### src/common/flag_bank_pkg.sv
// package: register map, field positions and reset values of the flag bank
package flag_bank_pkg;
  localparam int ADDR_W = 8;
  localparam int FLAG_W = 16;
  localparam int NUM_REGS = 3;
  // byte offsets on the register bus
  localparam logic [7:0] OFF_FLAGS_0 = 8'h00;
  localparam logic [7:0] OFF_FLAGS_1 = 8'h04;
  localparam logic [7:0] OFF_FLAGS_2 = 8'h08;
  localparam logic [7:0] OFF_IRQ_STATUS = 8'h0C;
  localparam logic [7:0] OFF_IRQ_CLEAR = 8'h10;
  localparam logic [7:0] OFF_IRQ_ENABLE = 8'h14;
  // implemented flag positions, index 0 is the first register
  localparam logic [2:0][15:0] IMPL_MASK = {16'h3FE3, 16'hFEDF, 16'h3FEF};
  localparam logic [15:0] FLAG_RST = 16'h0000;
  localparam logic [2:0] IRQ_RST = 3'h0;
  localparam logic [1:0] RESP_OKAY = 2'h0;
  localparam logic [1:0] RESP_DECERR = 2'h3;
  // first flag register
  localparam int POS_ADC_DONE = 13;
  localparam int POS_UART_A_TX = 12;
  localparam int POS_UART_A_RX = 11;
  localparam int POS_SPI_A_EVENT = 10;
  localparam int POS_SPI_A_FAULT = 9;
  localparam int POS_TIMER_C = 8;
  localparam int POS_TIMER_B = 7;
  localparam int POS_COMPARE_B = 6;
  localparam int POS_CAPTURE_B = 5;
  localparam int POS_TIMER_A = 3;
  localparam int POS_COMPARE_A = 2;
  localparam int POS_CAPTURE_A = 1;
  localparam int POS_EXT_PIN_A = 0;
  // second flag register
  localparam int POS_UART_B_TX = 15;
  localparam int POS_UART_B_RX = 14;
  localparam int POS_EXT_PIN_C = 13;
  localparam int POS_TIMER_E = 12;
  localparam int POS_TIMER_D = 11;
  localparam int POS_COMPARE_D = 10;
  localparam int POS_COMPARE_C = 9;
  localparam int POS_CAPTURE_H = 7;
  localparam int POS_CAPTURE_G = 6;
  localparam int POS_EXT_PIN_B = 4;
  localparam int POS_PIN_CHANGE = 3;
  localparam int POS_COMPARATOR = 2;
  localparam int POS_I2C_A_MASTER = 1;
  localparam int POS_I2C_A_SLAVE = 0;
  // third flag register
  localparam int POS_PARALLEL_PORT = 13;
  localparam int POS_COMPARE_H = 12;
  localparam int POS_COMPARE_G = 11;
  localparam int POS_COMPARE_F = 10;
  localparam int POS_COMPARE_E = 9;
  localparam int POS_CAPTURE_F = 8;
  localparam int POS_CAPTURE_E = 7;
  localparam int POS_CAPTURE_D = 6;
  localparam int POS_CAPTURE_C = 5;
  localparam int POS_SPI_B_EVENT = 1;
  localparam int POS_SPI_B_FAULT = 0;
endpackage

### src/common/flag_bus_if.sv
// interface between bus front end and flag storage
`timescale 1ns/10ps
interface flag_bus_if;
  logic [2:0] wr_sel;
  logic [15:0] wr_data;
  logic [15:0] wr_mask;
  logic [2:0][15:0] set;
  logic [2:0][15:0] flags;
  logic [2:0] raised;
  modport bank (input wr_sel, input wr_data, input wr_mask, input set, output flags, output raised);
  modport ctl (output wr_sel, output wr_data, output wr_mask, output set, input flags, input raised);
endinterface

### src/hw/flag_store.sv
// three flag registers with request set and software write
`timescale 1ns/10ps
module flag_store (
  input wire logic aclk,
  input wire logic aresetn,
  flag_bus_if.bank fb
);
  typedef struct packed {
    logic [2:0][15:0] flags;
  } store_t;

  store_t s;
  store_t next_s;
  logic [2:0][15:0] upd;
  logic [2:0] rise;

  genvar i;
  generate
    for (i = 0; i < flag_bank_pkg::NUM_REGS; i++) begin : g_reg
      logic [15:0] wm;
      assign wm = fb.wr_sel[i] ? fb.wr_mask : 16'h0000;
      assign upd[i] = ((s.flags[i] & ~wm) | (fb.wr_data & wm) | fb.set[i]) & flag_bank_pkg::IMPL_MASK[i];
      // a new request latched into a clear flag
      assign rise[i] = |(fb.set[i] & ~s.flags[i] & flag_bank_pkg::IMPL_MASK[i]);
    end
  endgenerate

  always_comb begin
    next_s = s;
    next_s.flags = upd;
  end

  always_ff @(posedge aclk) begin
    if (!aresetn) begin
      s.flags <= {3{flag_bank_pkg::FLAG_RST}};
    end else begin
      s <= next_s;
    end
  end

  assign fb.flags = s.flags;
  assign fb.raised = rise;
endmodule

### src/hw/flag_bank.sv
// interrupt flag status bank with AXI4-Lite register access
`timescale 1ns/10ps
// Overview of operation
// - a flag reads 1 once its source has requested or software has written 1, and stays 1 until software writes 0.
// - every implemented flag is readable and writable by software and is 0 after reset.
// - unimplemented bit positions ignore writes and read as 0.
// - first register bits 13..8 are adc done, uart a tx, uart a rx, spi a event, spi a fault, timer c.
// - first register bits 7,6,5,3,2,1,0 are timer b, compare b, capture b, timer a, compare a, capture a, pin a.
// - second register bits 15..9 are uart b tx, uart b rx, pin c, timer e, timer d, compare d, compare c.
// - second register bits 7,6,4,3,2,1,0 are capture h, capture g, pin b, pin change, comparator, i2c master, slave.
// - third register bits 13..8 are parallel port, compare h, g, f, e and capture f.
// - third register bits 7,6,5,1,0 are capture e, d, c, spi b event and spi b fault.
// - sources sit in ascending vector order, so pin a is bit 0 of the first register.
module flag_bank (
  input wire logic aclk,
  input wire logic aresetn,
  input wire logic [flag_bank_pkg::ADDR_W-1:0] awaddr,
  input wire logic [2:0] awprot,
  input wire logic awvalid,
  output logic awready,
  input wire logic [31:0] wdata,
  input wire logic [3:0] wstrb,
  input wire logic wvalid,
  output logic wready,
  output logic [1:0] bresp,
  output logic bvalid,
  input wire logic bready,
  input wire logic [flag_bank_pkg::ADDR_W-1:0] araddr,
  input wire logic [2:0] arprot,
  input wire logic arvalid,
  output logic arready,
  output logic [31:0] rdata,
  output logic [1:0] rresp,
  output logic rvalid,
  input wire logic rready,
  input wire logic adc_done_req,
  input wire logic uart_a_tx_req,
  input wire logic uart_a_rx_req,
  input wire logic spi_a_event_req,
  input wire logic spi_a_fault_req,
  input wire logic timer_c_req,
  input wire logic timer_b_req,
  input wire logic compare_b_req,
  input wire logic capture_b_req,
  input wire logic timer_a_req,
  input wire logic compare_a_req,
  input wire logic capture_a_req,
  input wire logic ext_pin_a_req,
  input wire logic uart_b_tx_req,
  input wire logic uart_b_rx_req,
  input wire logic ext_pin_c_req,
  input wire logic timer_e_req,
  input wire logic timer_d_req,
  input wire logic compare_d_req,
  input wire logic compare_c_req,
  input wire logic capture_h_req,
  input wire logic capture_g_req,
  input wire logic ext_pin_b_req,
  input wire logic pin_change_req,
  input wire logic comparator_req,
  input wire logic i2c_a_master_req,
  input wire logic i2c_a_slave_req,
  input wire logic parallel_port_req,
  input wire logic compare_h_req,
  input wire logic compare_g_req,
  input wire logic compare_f_req,
  input wire logic compare_e_req,
  input wire logic capture_f_req,
  input wire logic capture_e_req,
  input wire logic capture_d_req,
  input wire logic capture_c_req,
  input wire logic spi_b_event_req,
  input wire logic spi_b_fault_req,
  output logic [15:0] irq_flags_0,
  output logic [15:0] irq_flags_1,
  output logic [15:0] irq_flags_2,
  output logic irq
);
  typedef enum logic [2:0] {
    WR_COLLECT = 3'b001,
    WR_APPLY = 3'b010,
    WR_RESP = 3'b100
  } wr_state_t;

  typedef struct packed {
    wr_state_t wstate;
    logic awready;
    logic wready;
    logic aw_got;
    logic w_got;
    logic [flag_bank_pkg::ADDR_W-1:0] aw_addr;
    logic [31:0] w_data;
    logic [3:0] w_strb;
    logic bvalid;
    logic [1:0] bresp;
    logic arready;
    logic rvalid;
    logic [31:0] rdata;
    logic [1:0] rresp;
    logic [2:0] irq_status;
    logic [2:0] irq_enable;
    logic irq;
  } bank_state_t;

  localparam bank_state_t STATE_RST = '{
    wstate: WR_COLLECT,
    awready: 1'b0,
    wready: 1'b0,
    aw_got: 1'b0,
    w_got: 1'b0,
    aw_addr: '0,
    w_data: 32'h00000000,
    w_strb: 4'h0,
    bvalid: 1'b0,
    bresp: flag_bank_pkg::RESP_OKAY,
    arready: 1'b0,
    rvalid: 1'b0,
    rdata: 32'h00000000,
    rresp: flag_bank_pkg::RESP_OKAY,
    irq_status: flag_bank_pkg::IRQ_RST,
    irq_enable: flag_bank_pkg::IRQ_RST,
    irq: 1'b0
  };

  bank_state_t s;
  bank_state_t next_s;
  flag_bus_if fb ();
  logic [2:0][15:0] req;
  logic [2:0] irq_clr;
  logic [flag_bank_pkg::ADDR_W-1:0] wa;
  logic [flag_bank_pkg::ADDR_W-1:0] ra;

  flag_store u_store (
    .aclk(aclk),
    .aresetn(aresetn),
    .fb(fb)
  );

  // source requests onto their flag positions
  always_comb begin
    req = '0;
    // vector order from bit 0 up
    req[0][flag_bank_pkg::POS_EXT_PIN_A] = ext_pin_a_req;
    req[0][flag_bank_pkg::POS_CAPTURE_A] = capture_a_req;
    req[0][flag_bank_pkg::POS_COMPARE_A] = compare_a_req;
    req[0][flag_bank_pkg::POS_TIMER_A] = timer_a_req;
    req[0][flag_bank_pkg::POS_CAPTURE_B] = capture_b_req;
    req[0][flag_bank_pkg::POS_COMPARE_B] = compare_b_req;
    req[0][flag_bank_pkg::POS_TIMER_B] = timer_b_req;
    req[0][flag_bank_pkg::POS_TIMER_C] = timer_c_req;
    req[0][flag_bank_pkg::POS_SPI_A_FAULT] = spi_a_fault_req;
    req[0][flag_bank_pkg::POS_SPI_A_EVENT] = spi_a_event_req;
    req[0][flag_bank_pkg::POS_UART_A_RX] = uart_a_rx_req;
    req[0][flag_bank_pkg::POS_UART_A_TX] = uart_a_tx_req;
    req[0][flag_bank_pkg::POS_ADC_DONE] = adc_done_req;
    req[1][flag_bank_pkg::POS_I2C_A_SLAVE] = i2c_a_slave_req;
    req[1][flag_bank_pkg::POS_I2C_A_MASTER] = i2c_a_master_req;
    req[1][flag_bank_pkg::POS_COMPARATOR] = comparator_req;
    req[1][flag_bank_pkg::POS_PIN_CHANGE] = pin_change_req;
    req[1][flag_bank_pkg::POS_EXT_PIN_B] = ext_pin_b_req;
    req[1][flag_bank_pkg::POS_CAPTURE_G] = capture_g_req;
    req[1][flag_bank_pkg::POS_CAPTURE_H] = capture_h_req;
    req[1][flag_bank_pkg::POS_COMPARE_C] = compare_c_req;
    req[1][flag_bank_pkg::POS_COMPARE_D] = compare_d_req;
    req[1][flag_bank_pkg::POS_TIMER_D] = timer_d_req;
    req[1][flag_bank_pkg::POS_TIMER_E] = timer_e_req;
    req[1][flag_bank_pkg::POS_EXT_PIN_C] = ext_pin_c_req;
    req[1][flag_bank_pkg::POS_UART_B_RX] = uart_b_rx_req;
    req[1][flag_bank_pkg::POS_UART_B_TX] = uart_b_tx_req;
    req[2][flag_bank_pkg::POS_SPI_B_FAULT] = spi_b_fault_req;
    req[2][flag_bank_pkg::POS_SPI_B_EVENT] = spi_b_event_req;
    req[2][flag_bank_pkg::POS_CAPTURE_C] = capture_c_req;
    req[2][flag_bank_pkg::POS_CAPTURE_D] = capture_d_req;
    req[2][flag_bank_pkg::POS_CAPTURE_E] = capture_e_req;
    req[2][flag_bank_pkg::POS_CAPTURE_F] = capture_f_req;
    req[2][flag_bank_pkg::POS_COMPARE_E] = compare_e_req;
    req[2][flag_bank_pkg::POS_COMPARE_F] = compare_f_req;
    req[2][flag_bank_pkg::POS_COMPARE_G] = compare_g_req;
    req[2][flag_bank_pkg::POS_COMPARE_H] = compare_h_req;
    req[2][flag_bank_pkg::POS_PARALLEL_PORT] = parallel_port_req;
  end

  // requests reach the flags with no enable gating
  assign fb.set = req;
  assign wa = {s.aw_addr[flag_bank_pkg::ADDR_W-1:2], 2'b00};
  assign ra = {araddr[flag_bank_pkg::ADDR_W-1:2], 2'b00};

  always_comb begin
    next_s = s;
    fb.wr_sel = 3'b000;
    fb.wr_data = s.w_data[15:0];
    fb.wr_mask = {{8{s.w_strb[1]}}, {8{s.w_strb[0]}}};
    irq_clr = 3'b000;
    // address and data are taken independently, in either order
    if (s.awready && awvalid) begin
      next_s.aw_addr = awaddr;
      next_s.aw_got = 1'b1;
    end
    if (s.wready && wvalid) begin
      next_s.w_data = wdata;
      next_s.w_strb = wstrb;
      next_s.w_got = 1'b1;
    end
    case (s.wstate)
      WR_COLLECT: begin
        if (next_s.aw_got && next_s.w_got) begin
          next_s.wstate = WR_APPLY;
        end
      end
      WR_APPLY: begin
        next_s.bresp = flag_bank_pkg::RESP_OKAY;
        case (wa)
          // software write to a flag register
          flag_bank_pkg::OFF_FLAGS_0: fb.wr_sel = 3'b001;
          flag_bank_pkg::OFF_FLAGS_1: fb.wr_sel = 3'b010;
          flag_bank_pkg::OFF_FLAGS_2: fb.wr_sel = 3'b100;
          flag_bank_pkg::OFF_IRQ_STATUS: begin
            // read-only, write accepted and dropped
          end
          flag_bank_pkg::OFF_IRQ_CLEAR: begin
            if (s.w_strb[0]) begin
              irq_clr = s.w_data[2:0];
            end
          end
          flag_bank_pkg::OFF_IRQ_ENABLE: begin
            if (s.w_strb[0]) begin
              next_s.irq_enable = s.w_data[2:0];
            end
          end
          default: next_s.bresp = flag_bank_pkg::RESP_DECERR;
        endcase
        next_s.aw_got = 1'b0;
        next_s.w_got = 1'b0;
        next_s.bvalid = 1'b1;
        next_s.wstate = WR_RESP;
      end
      WR_RESP: begin
        if (bready) begin
          next_s.bvalid = 1'b0;
          next_s.wstate = WR_COLLECT;
        end
      end
      default: next_s.wstate = WR_COLLECT;
    endcase
    // readies are registered, so a new address waits one cycle after a response
    next_s.awready = (next_s.wstate == WR_COLLECT) && !next_s.aw_got;
    next_s.wready = (next_s.wstate == WR_COLLECT) && !next_s.w_got;

    // read: data sampled at the address handshake, answered next cycle
    if (s.rvalid && rready) begin
      next_s.rvalid = 1'b0;
    end
    if (s.arready && arvalid) begin
      next_s.rvalid = 1'b1;
      next_s.rresp = flag_bank_pkg::RESP_OKAY;
      next_s.rdata = 32'h00000000;
      case (ra)
        // flags read with unused bits at 0
        flag_bank_pkg::OFF_FLAGS_0: next_s.rdata[15:0] = fb.flags[0];
        flag_bank_pkg::OFF_FLAGS_1: next_s.rdata[15:0] = fb.flags[1];
        flag_bank_pkg::OFF_FLAGS_2: next_s.rdata[15:0] = fb.flags[2];
        flag_bank_pkg::OFF_IRQ_STATUS: next_s.rdata[2:0] = s.irq_status;
        flag_bank_pkg::OFF_IRQ_CLEAR: next_s.rdata[2:0] = 3'h0;
        flag_bank_pkg::OFF_IRQ_ENABLE: next_s.rdata[2:0] = s.irq_enable;
        default: next_s.rresp = flag_bank_pkg::RESP_DECERR;
      endcase
    end
    next_s.arready = !next_s.rvalid;

    // sticky per-register events; a new request beats a clear in the same cycle
    next_s.irq_status = (s.irq_status & ~irq_clr) | fb.raised;
    // irq follows the next status so it falls with the clear, not a cycle later
    next_s.irq = |(next_s.irq_status & next_s.irq_enable);
  end

  always_ff @(posedge aclk) begin
    if (!aresetn) begin
      s <= STATE_RST;
    end else begin
      s <= next_s;
    end
  end

  assign awready = s.awready;
  assign wready = s.wready;
  assign bvalid = s.bvalid;
  assign bresp = s.bresp;
  assign arready = s.arready;
  assign rvalid = s.rvalid;
  assign rdata = s.rdata;
  assign rresp = s.rresp;
  assign irq = s.irq;
  assign irq_flags_0 = fb.flags[0];
  assign irq_flags_1 = fb.flags[1];
  assign irq_flags_2 = fb.flags[2];
endmodule

### config.mk
export PLATFORM = sky130hd
export DESIGN_NAME = flag_bank
export DESIGN_NICKNAME = d
export VERILOG_FILES = /design/src/common/flag_bank_pkg.sv /design/src/common/flag_bus_if.sv /design/src/hw/flag_store.sv /design/src/hw/flag_bank.sv
export SDC_FILE = /design/constraint.sdc
export NUM_CORES = 1
export LEC_CHECK = 0
export BUFFER_PORTS_ARGS = -buffer_cell sky130_fd_sc_hd__buf_2
export CAP_MARGIN = 20
export CORE_ASPECT_RATIO = 0.8
export CORE_UTILIZATION = 43
export CTS_CLUSTER_DIAMETER = 150
export DETAILED_ROUTE_END_ITERATION = 8
export GPL_TIMING_DRIVEN = 0
export PLACE_DENSITY_LB_ADDON = 0.1
export SLEW_MARGIN = 15
export SYNTH_ARGS = -nofsm -noshare
export SYNTH_HDL_FRONTEND = slang
export SYNTH_HIERARCHICAL = 1
export SYNTH_SLANG_ARGS = --single-unit
### constraint.sdc
create_clock -name aclk -period 2.1 [get_ports aclk]
set_clock_uncertainty 0.1 [all_clocks]
set_input_delay 0.63 -clock aclk [delete_from_list [all_inputs] [get_ports aclk]]
set_output_delay 0.63 -clock aclk [all_outputs]
set_load 0.1 [all_outputs]
==> results of run 1 <==
[cell families after synthesis]
| group | after synthesis | synth area share [%] |
|---|---|---|
| buf+inv | 105 | 12.3 |
| simple gates | 190 | 18.2 |
| other cells | 2 | 0.154 |
| compound gates | 140 | 18.8 |
| flops | 97 | 39.9 |
| mux | 49 | 10.7 |
[per-stage QoR]
stage	std cells	total power, W	setup TNS [ps]
2_1_floorplan	607	0.00305	-20.3
3_3_place_gp	886	0.00331	-1320
3_5_place_dp	886	0.00332	-2540
4_1_cts	900	0.00488	0
5_1_grt	903	0.00505	-20.1
6_report	903	0.00488	0
[cell type report]
cell class	count	area, sq um	share of cell area (%)
Clock buffer	12	267	4.29
Multi-Input combinational cell	405	2470	39.7
Inverter	32	120	1.93
Sequential cell	97	1990	32.0
Tap cell	144	180	2.90
Timing Repair Buffer	138	698	11.2
Buffer	73	480	7.73
Clock inverter	2	13.8	0.222
[cell usage after synthesis (2+ instances only)]
| cell | count |
|---|---|
| inv_1 | 32 |
| conb_1 | 2 |
| a2bb2oi_1 | 2 |
| a21boi_0 | 21 |
| buf_4 | 48 |
| a21oi_1 | 39 |
| nand2b_1 | 11 |
| buf_1 | 3 |
| and3_1 | 4 |
| a22oi_1 | 16 |
| dfxtp_1 | 97 |
| and2_1 | 3 |
| nand2_1 | 102 |
| nor2b_1 | 5 |
| o22ai_1 | 10 |
| o21ai_0 | 19 |
| nor4_1 | 2 |
| nor4_4 | 2 |
| nand3b_1 | 3 |
| nand4b_1 | 3 |
| o21a_1 | 17 |
| o2bb2ai_1 | 2 |
| mux2i_1 | 38 |
| nand3_1 | 10 |
| o2111ai_1 | 3 |
| buf_2 | 12 |
| a221oi_1 | 3 |
| clkbuf_1 | 8 |
| mux2_2 | 9 |
| nor2_1 | 38 |
| o21ai_1 | 2 |
[layer usage]
layer  vias up  GRT usage [%]
li1       2268              -
met1      2101           36.0
met2       192           39.9
met3        12           5.87
met4         0           7.22
met5         -              0
[repair_timing]
| item | CTS | global route |
|---|---|---|
| setup buffers | 0 | 3 |
| gates resized for setup | 6 | 9 |
| endpoints found under the setup margin | 17 | 27 |
| pin swaps | 0 | 3 |
| hold buffers | 0 | 0 |
[report_power, final]
| part | switching (W) | internal [W] |
|---|---|---|
| combinational | 0.000953 | 0.000284 |
| clock | 0.000687 | 0.000887 |
| sequential | 0.000123 | 0.00195 |
[flip-flops by register name, indices dropped and copies added, names as in the netlist]
name / cells
u_store/fb.flags: 38
fb.wr_mask: 2
awready: 1
bresp: 1
rvalid: 1
rresp: 1
rdata: 16
arready: 1
bvalid: 1
wready: 1
s: 17
fb.wr_data: 16
irq: 1
[worst max-delay path by stage]
| stage | endpoint | cells past startpoint | from |
|---|---|---|---|
| 2_1_floorplan | irq | 5 | u_store/fb.flags[41] |
| 3_3_place_gp | irq | 9 | capture_b_req |
| 3_5_place_dp | irq | 9 | capture_b_req |
| 4_1_cts | irq | 9 | capture_b_req |
| 5_1_grt | u_store/fb.flags[13] | 8 | s[89] |
| 6_report | u_store/fb.flags[39] | 8 | s[95] |
[tightest hold or removal path: stages (launching register included)]
cell and delay (ps):
dfxtp_1 320, nand2_1 60, a21oi_1 50
==> run_results.csv, run 1 <==
group,metric,value,unit
status,status,"finished, final reports clean",
placed_design,post_dp_cell_area,0.00585,sq mm
synth,netlist_instances,583,
sta,worstMarginPinSlew,742,ps
detailed_routing,drt_pass1_iterations,5,
synth,netlist_area,0.00487,sq mm
critical_path,path_max_fanout,10,
final_layout,syn_to_final_growth,27.6,%
critical_path,crit_type,"flip-flop to flip-flop",
critical_path,r2r_slack,80,ps
min_path,min_path_cells,2,
min_path,hold_end,"fb.wr_data[15]",
placed_design,port_buffers,135,
power_and_ir_drop,p_leak,2.97,nW
clocking,clk_latency,350,ps
grt,grt_max_degree,25,
final_layout,fin_area,0.00621,sq mm
clocking,clock_sinks,97,
min_path,hp-start,"fb.wr_data[15]",
sta,hold_viol,0,
grt,grt.overflow.total,0,
final_layout,layout_common_cells,"buf_2, nand2_1, dfxtp_1",
synth,yosysUniqueCellTypes,48,
critical_path,worstPathRequired,2240,ps
synth,ys_top_cells_by_area,"dfxtp_1, nand2_1, mux2i_1",
grt,antenna_found_initial,0,
detailed_routing,route.detailed.drc,0,
detailed_routing,dr_wl_met2,6570,um
clocking,cts_buffers,9,
synth,synthFlopType,"dfxtp_1",
critical_path,crit_path_max_incr_delay,370,ps
sta,finalMaxSlewViolations,0,
synth,ys_ff_latch,97,
sta,hold_ws,369,ps
sta,fin_crit_sh,96.0,%
grt,grt_pass1_wl,22900,um
detailed_routing,drt-met1-wl,7030,um
placed_design,place_ws,-375,ps
sta,timing.final.ws_setup,84.3,ps
floorplanning,core,0.0109,sq mm
final_layout,n_antenna_cell,0,
synth,synth_area_per_cell,8.35,sq um
grt,grt_util_all_layers,25.9,%
detailed_routing,avgRoutedWirePerCell,16.5,um
critical_path,worstPathArrival,2150,ps
floorplanning,dieArea,0.0118,sq mm
clocking,clockBufferDepth,2,
power_and_ir_drop,powerDensity,785,mW/mm^2
flow_run,drv_cap,0,
synth,yosysTopAreaCellShare,39.9,%
floorplanning,die_w,121,um
detailed_routing,maxUsedRoutingLayer,"met4",
min_path,hold_class,"flip-flop to flip-flop",
critical_path,r2r-end,"u_store/fb.flags[39]",
sta,max_freq,496,MHz
critical_path,reg2reg_depth,8,
final_layout,drive_gt1_share,35.8,%
placed_design,dpl.hpwl,11400,um
synth,synth_edf_count,0,
detailed_routing,antenna_left,0,
final_layout,nets,859,
critical_path,rr_startpoint,"s[95]",
final_layout,mostFrequentLayoutCell,"buf_2",
critical_path,cpMaxStageDelayCell,"dfxtp_4",
synth,synth_area_leader_cell,"dfxtp_1",
detailed_routing,wirelength,14900,um
floorplanning,ios,193,
clocking,h-tree-depth,3,
detailed_routing,vias_per_cell,5.06,
synth,ys.warnings.count,6,
sta,fin_crit,2020,ps
floorplanning,die_h,97.2,um
detailed_routing,route.vias.total,4573,
clocking,cts.clk_slew.worst_paths,60,ps
sta,rsz0062_at_grt,"true",
grt,first_global_vias,4238,
sta,setup_violations,0,
critical_path,cp-end-kind,"flip-flop",
synth,async_reset_ff_share,0,%
critical_path,crit_chain,"nor2b_4 > nand2b_4 > nor4_4 > and3_4 > buf_6 > nand2_1 > mux2_2 > o21a_1",
clocking,clock-root-buffer,"clkbuf_16",
critical_path,cp_num_buf_inv,1,
critical_path,start_kind,"flip-flop",
detailed_routing,first_iter_violations,283,
sta,slew_headroom,50.5,%
floorplanning,rows,34,
clocking,cts_tree,"done",
floorplanning,initial_core_util,44.5,%
synth,synth-seq-area-share,39.9,%
final_layout,nFillCells,1063,
detailed_routing,wl_met3,1110,um
critical_path,cp_top_family,"simple AND/OR/NAND/NOR gates",
placed_design,routabilityCongestion,0.847,
power_and_ir_drop,ir_drop,0.000541,V
final_layout,finalCoreUtilization,56.8,%
Power figures use the tool's default switching activity.
==> run 2: changes to the inputs <==
Settings changed: CORE_UTILIZATION 43 to 49.
==> run_results.csv, run 2 (synthesis results as in run 1) <==
group,metric,value,unit
floorplanning,core,0.00965,sq mm
clocking,clock-root-buffer,"clkbuf_16",
final_layout,layout_common_cells,"buf_2, nand2_1, dfxtp_1",
grt,first_global_vias,4251,
power_and_ir_drop,ir_drop,0.000440,V
floorplanning,dieArea,0.0103,sq mm
sta,max_freq,490,MHz
clocking,cts_buffers,9,
critical_path,worstPathArrival,1310,ps
detailed_routing,route.vias.total,4662,
sta,worstMarginPinSlew,787,ps
clocking,clock_sinks,97,
critical_path,path_max_fanout,8,
placed_design,routabilityCongestion,0.864,
final_layout,n_antenna_cell,0,
sta,finalMaxSlewViolations,0,
critical_path,crit_path_max_incr_delay,490,ps
final_layout,syn_to_final_growth,27.3,%
sta,fin_crit,2040,ps
floorplanning,initial_core_util,50.5,%
power_and_ir_drop,total_power,0.00487,W
status,status,"finished, final reports clean",
clocking,cts_tree,"done",
grt,grt_util_all_layers,28.7,%
grt,antenna_found_initial,0,
critical_path,cpMaxStageDelayCell,"buf_2",
power_and_ir_drop,powerDensity,786,mW/mm^2
clocking,hold_buffers,0,
final_layout,final_cells,896,
detailed_routing,wirelength,14400,um
min_path,hold_class,"flip-flop to flip-flop",
sta,fin_crit_sh,97.3,%
grt,grt.overflow.total,0,
clocking,h-tree-depth,3,
final_layout,drive_gt1_share,35.8,%
flow_run,drv_cap,0,
critical_path,cp_top_family,"buffers and inverters",
final_layout,mostFrequentLayoutCell,"buf_2",
critical_path,start_kind,"flip-flop",
clocking,clockBufferDepth,2,
detailed_routing,route.detailed.drc,0,
power_and_ir_drop,p_leak,2.97,nW
detailed_routing,vias_per_cell,5.20,
grt,grt_pass1_wl,22400,um
final_layout,nets,858,
floorplanning,die_h,91.2,um
placed_design,port_buffers,135,
floorplanning,ios,193,
detailed_routing,antenna_left,0,
critical_path,crit_chain,"buf_2",
floorplanning,rows,32,
detailed_routing,first_iter_violations,375,
grt,grt_max_degree,25,
critical_path,cp_num_buf_inv,1,
sta,slew_headroom,47.5,%
final_layout,largest-register,"u_store/fb.flags",
final_layout,top_regs,"u_store/fb.flags (38), s (17)",
critical_path,cp-end-kind,"primary output",
final_layout,largest_reg_flops,38,
clocking,cts.clk_slew.worst_paths,70,ps
critical_path,worstPathRequired,1370,ps
placed_design,dpl.hpwl,10900,um
floorplanning,die_w,113,um
placed_design,dp.cells,878,
sta,setup_violations,0,
detailed_routing,avgRoutedWirePerCell,16.1,um
sta,hold_viol,0,
clocking,clk_latency,340,ps
detailed_routing,drt_pass1_iterations,5,
critical_path,crit_type,"flip-flop to primary output",
==> run 2: final timing paths <==
check                start                   end  slack [ps]  cells after the start
max                awready               awready          60                      1
min          fb.wr_data[5]         fb.wr_data[5]         380                      2
max reg2reg          s[95]  u_store/fb.flags[39]         100                      8
min reg2reg  fb.wr_data[5]         fb.wr_data[5]         380                      2
==> run 2: through the flow <==
step	hold WS [ps]	setup WS (ps)	TNS, ps	utilization [%]	area (sq um)
after floorplan	336	-20.3	-20.3	-	5000
after global placement	364	-289	-1110	60.5	5840
after detailed placement	367	-308	-1640	60.5	5840
after CTS	377	21.9	0	63.7	6150
after global routing	395	-1.07	-1.07	64.2	6200
final	379	57.3	0	64.2	6200
==> run 2: metal layers <==
metal  GRT usage, %  share of wire (%)
met1           40.5                 48
met4           8.66                1.6
met5              0                  0
met3           5.47                6.7
met2           44.1                 44
==> run 2: tightest hold or removal path, delay by kind of cell (launching register included) <==
| family | cells | cell delay (ps) |
|---|---|---|
| AOI/OAI and AO/OA | 1 | 50 |
| and+or+nand+nor | 1 | 60 |
| DFF | 1 | 320 |
==> run 2: layout make-up <==
type	instances	area, sq um
multi-input cells	405	2460
inverters	32	120
clock buffers	12	256
plain buffers	72	475
clock inverters	4	26.3
repair buffers	138	698
well taps	136	170
fillers	887	3450
flip-flops and latches	97	1990
==> run 2: power by group <==
part / switching, W / internal, W
combinational: 0.000946 / 0.000280
sequential: 0.000125 / 0.00194
clock: 0.000704 / 0.000869
==> run 2: timing repair <==
item / in CTS / in global routing
pin swaps: 1 / 3
buffers inserted: 1 / 2
endpoints found under the setup margin: 17 / 17
gates resized for setup: 6 / 10
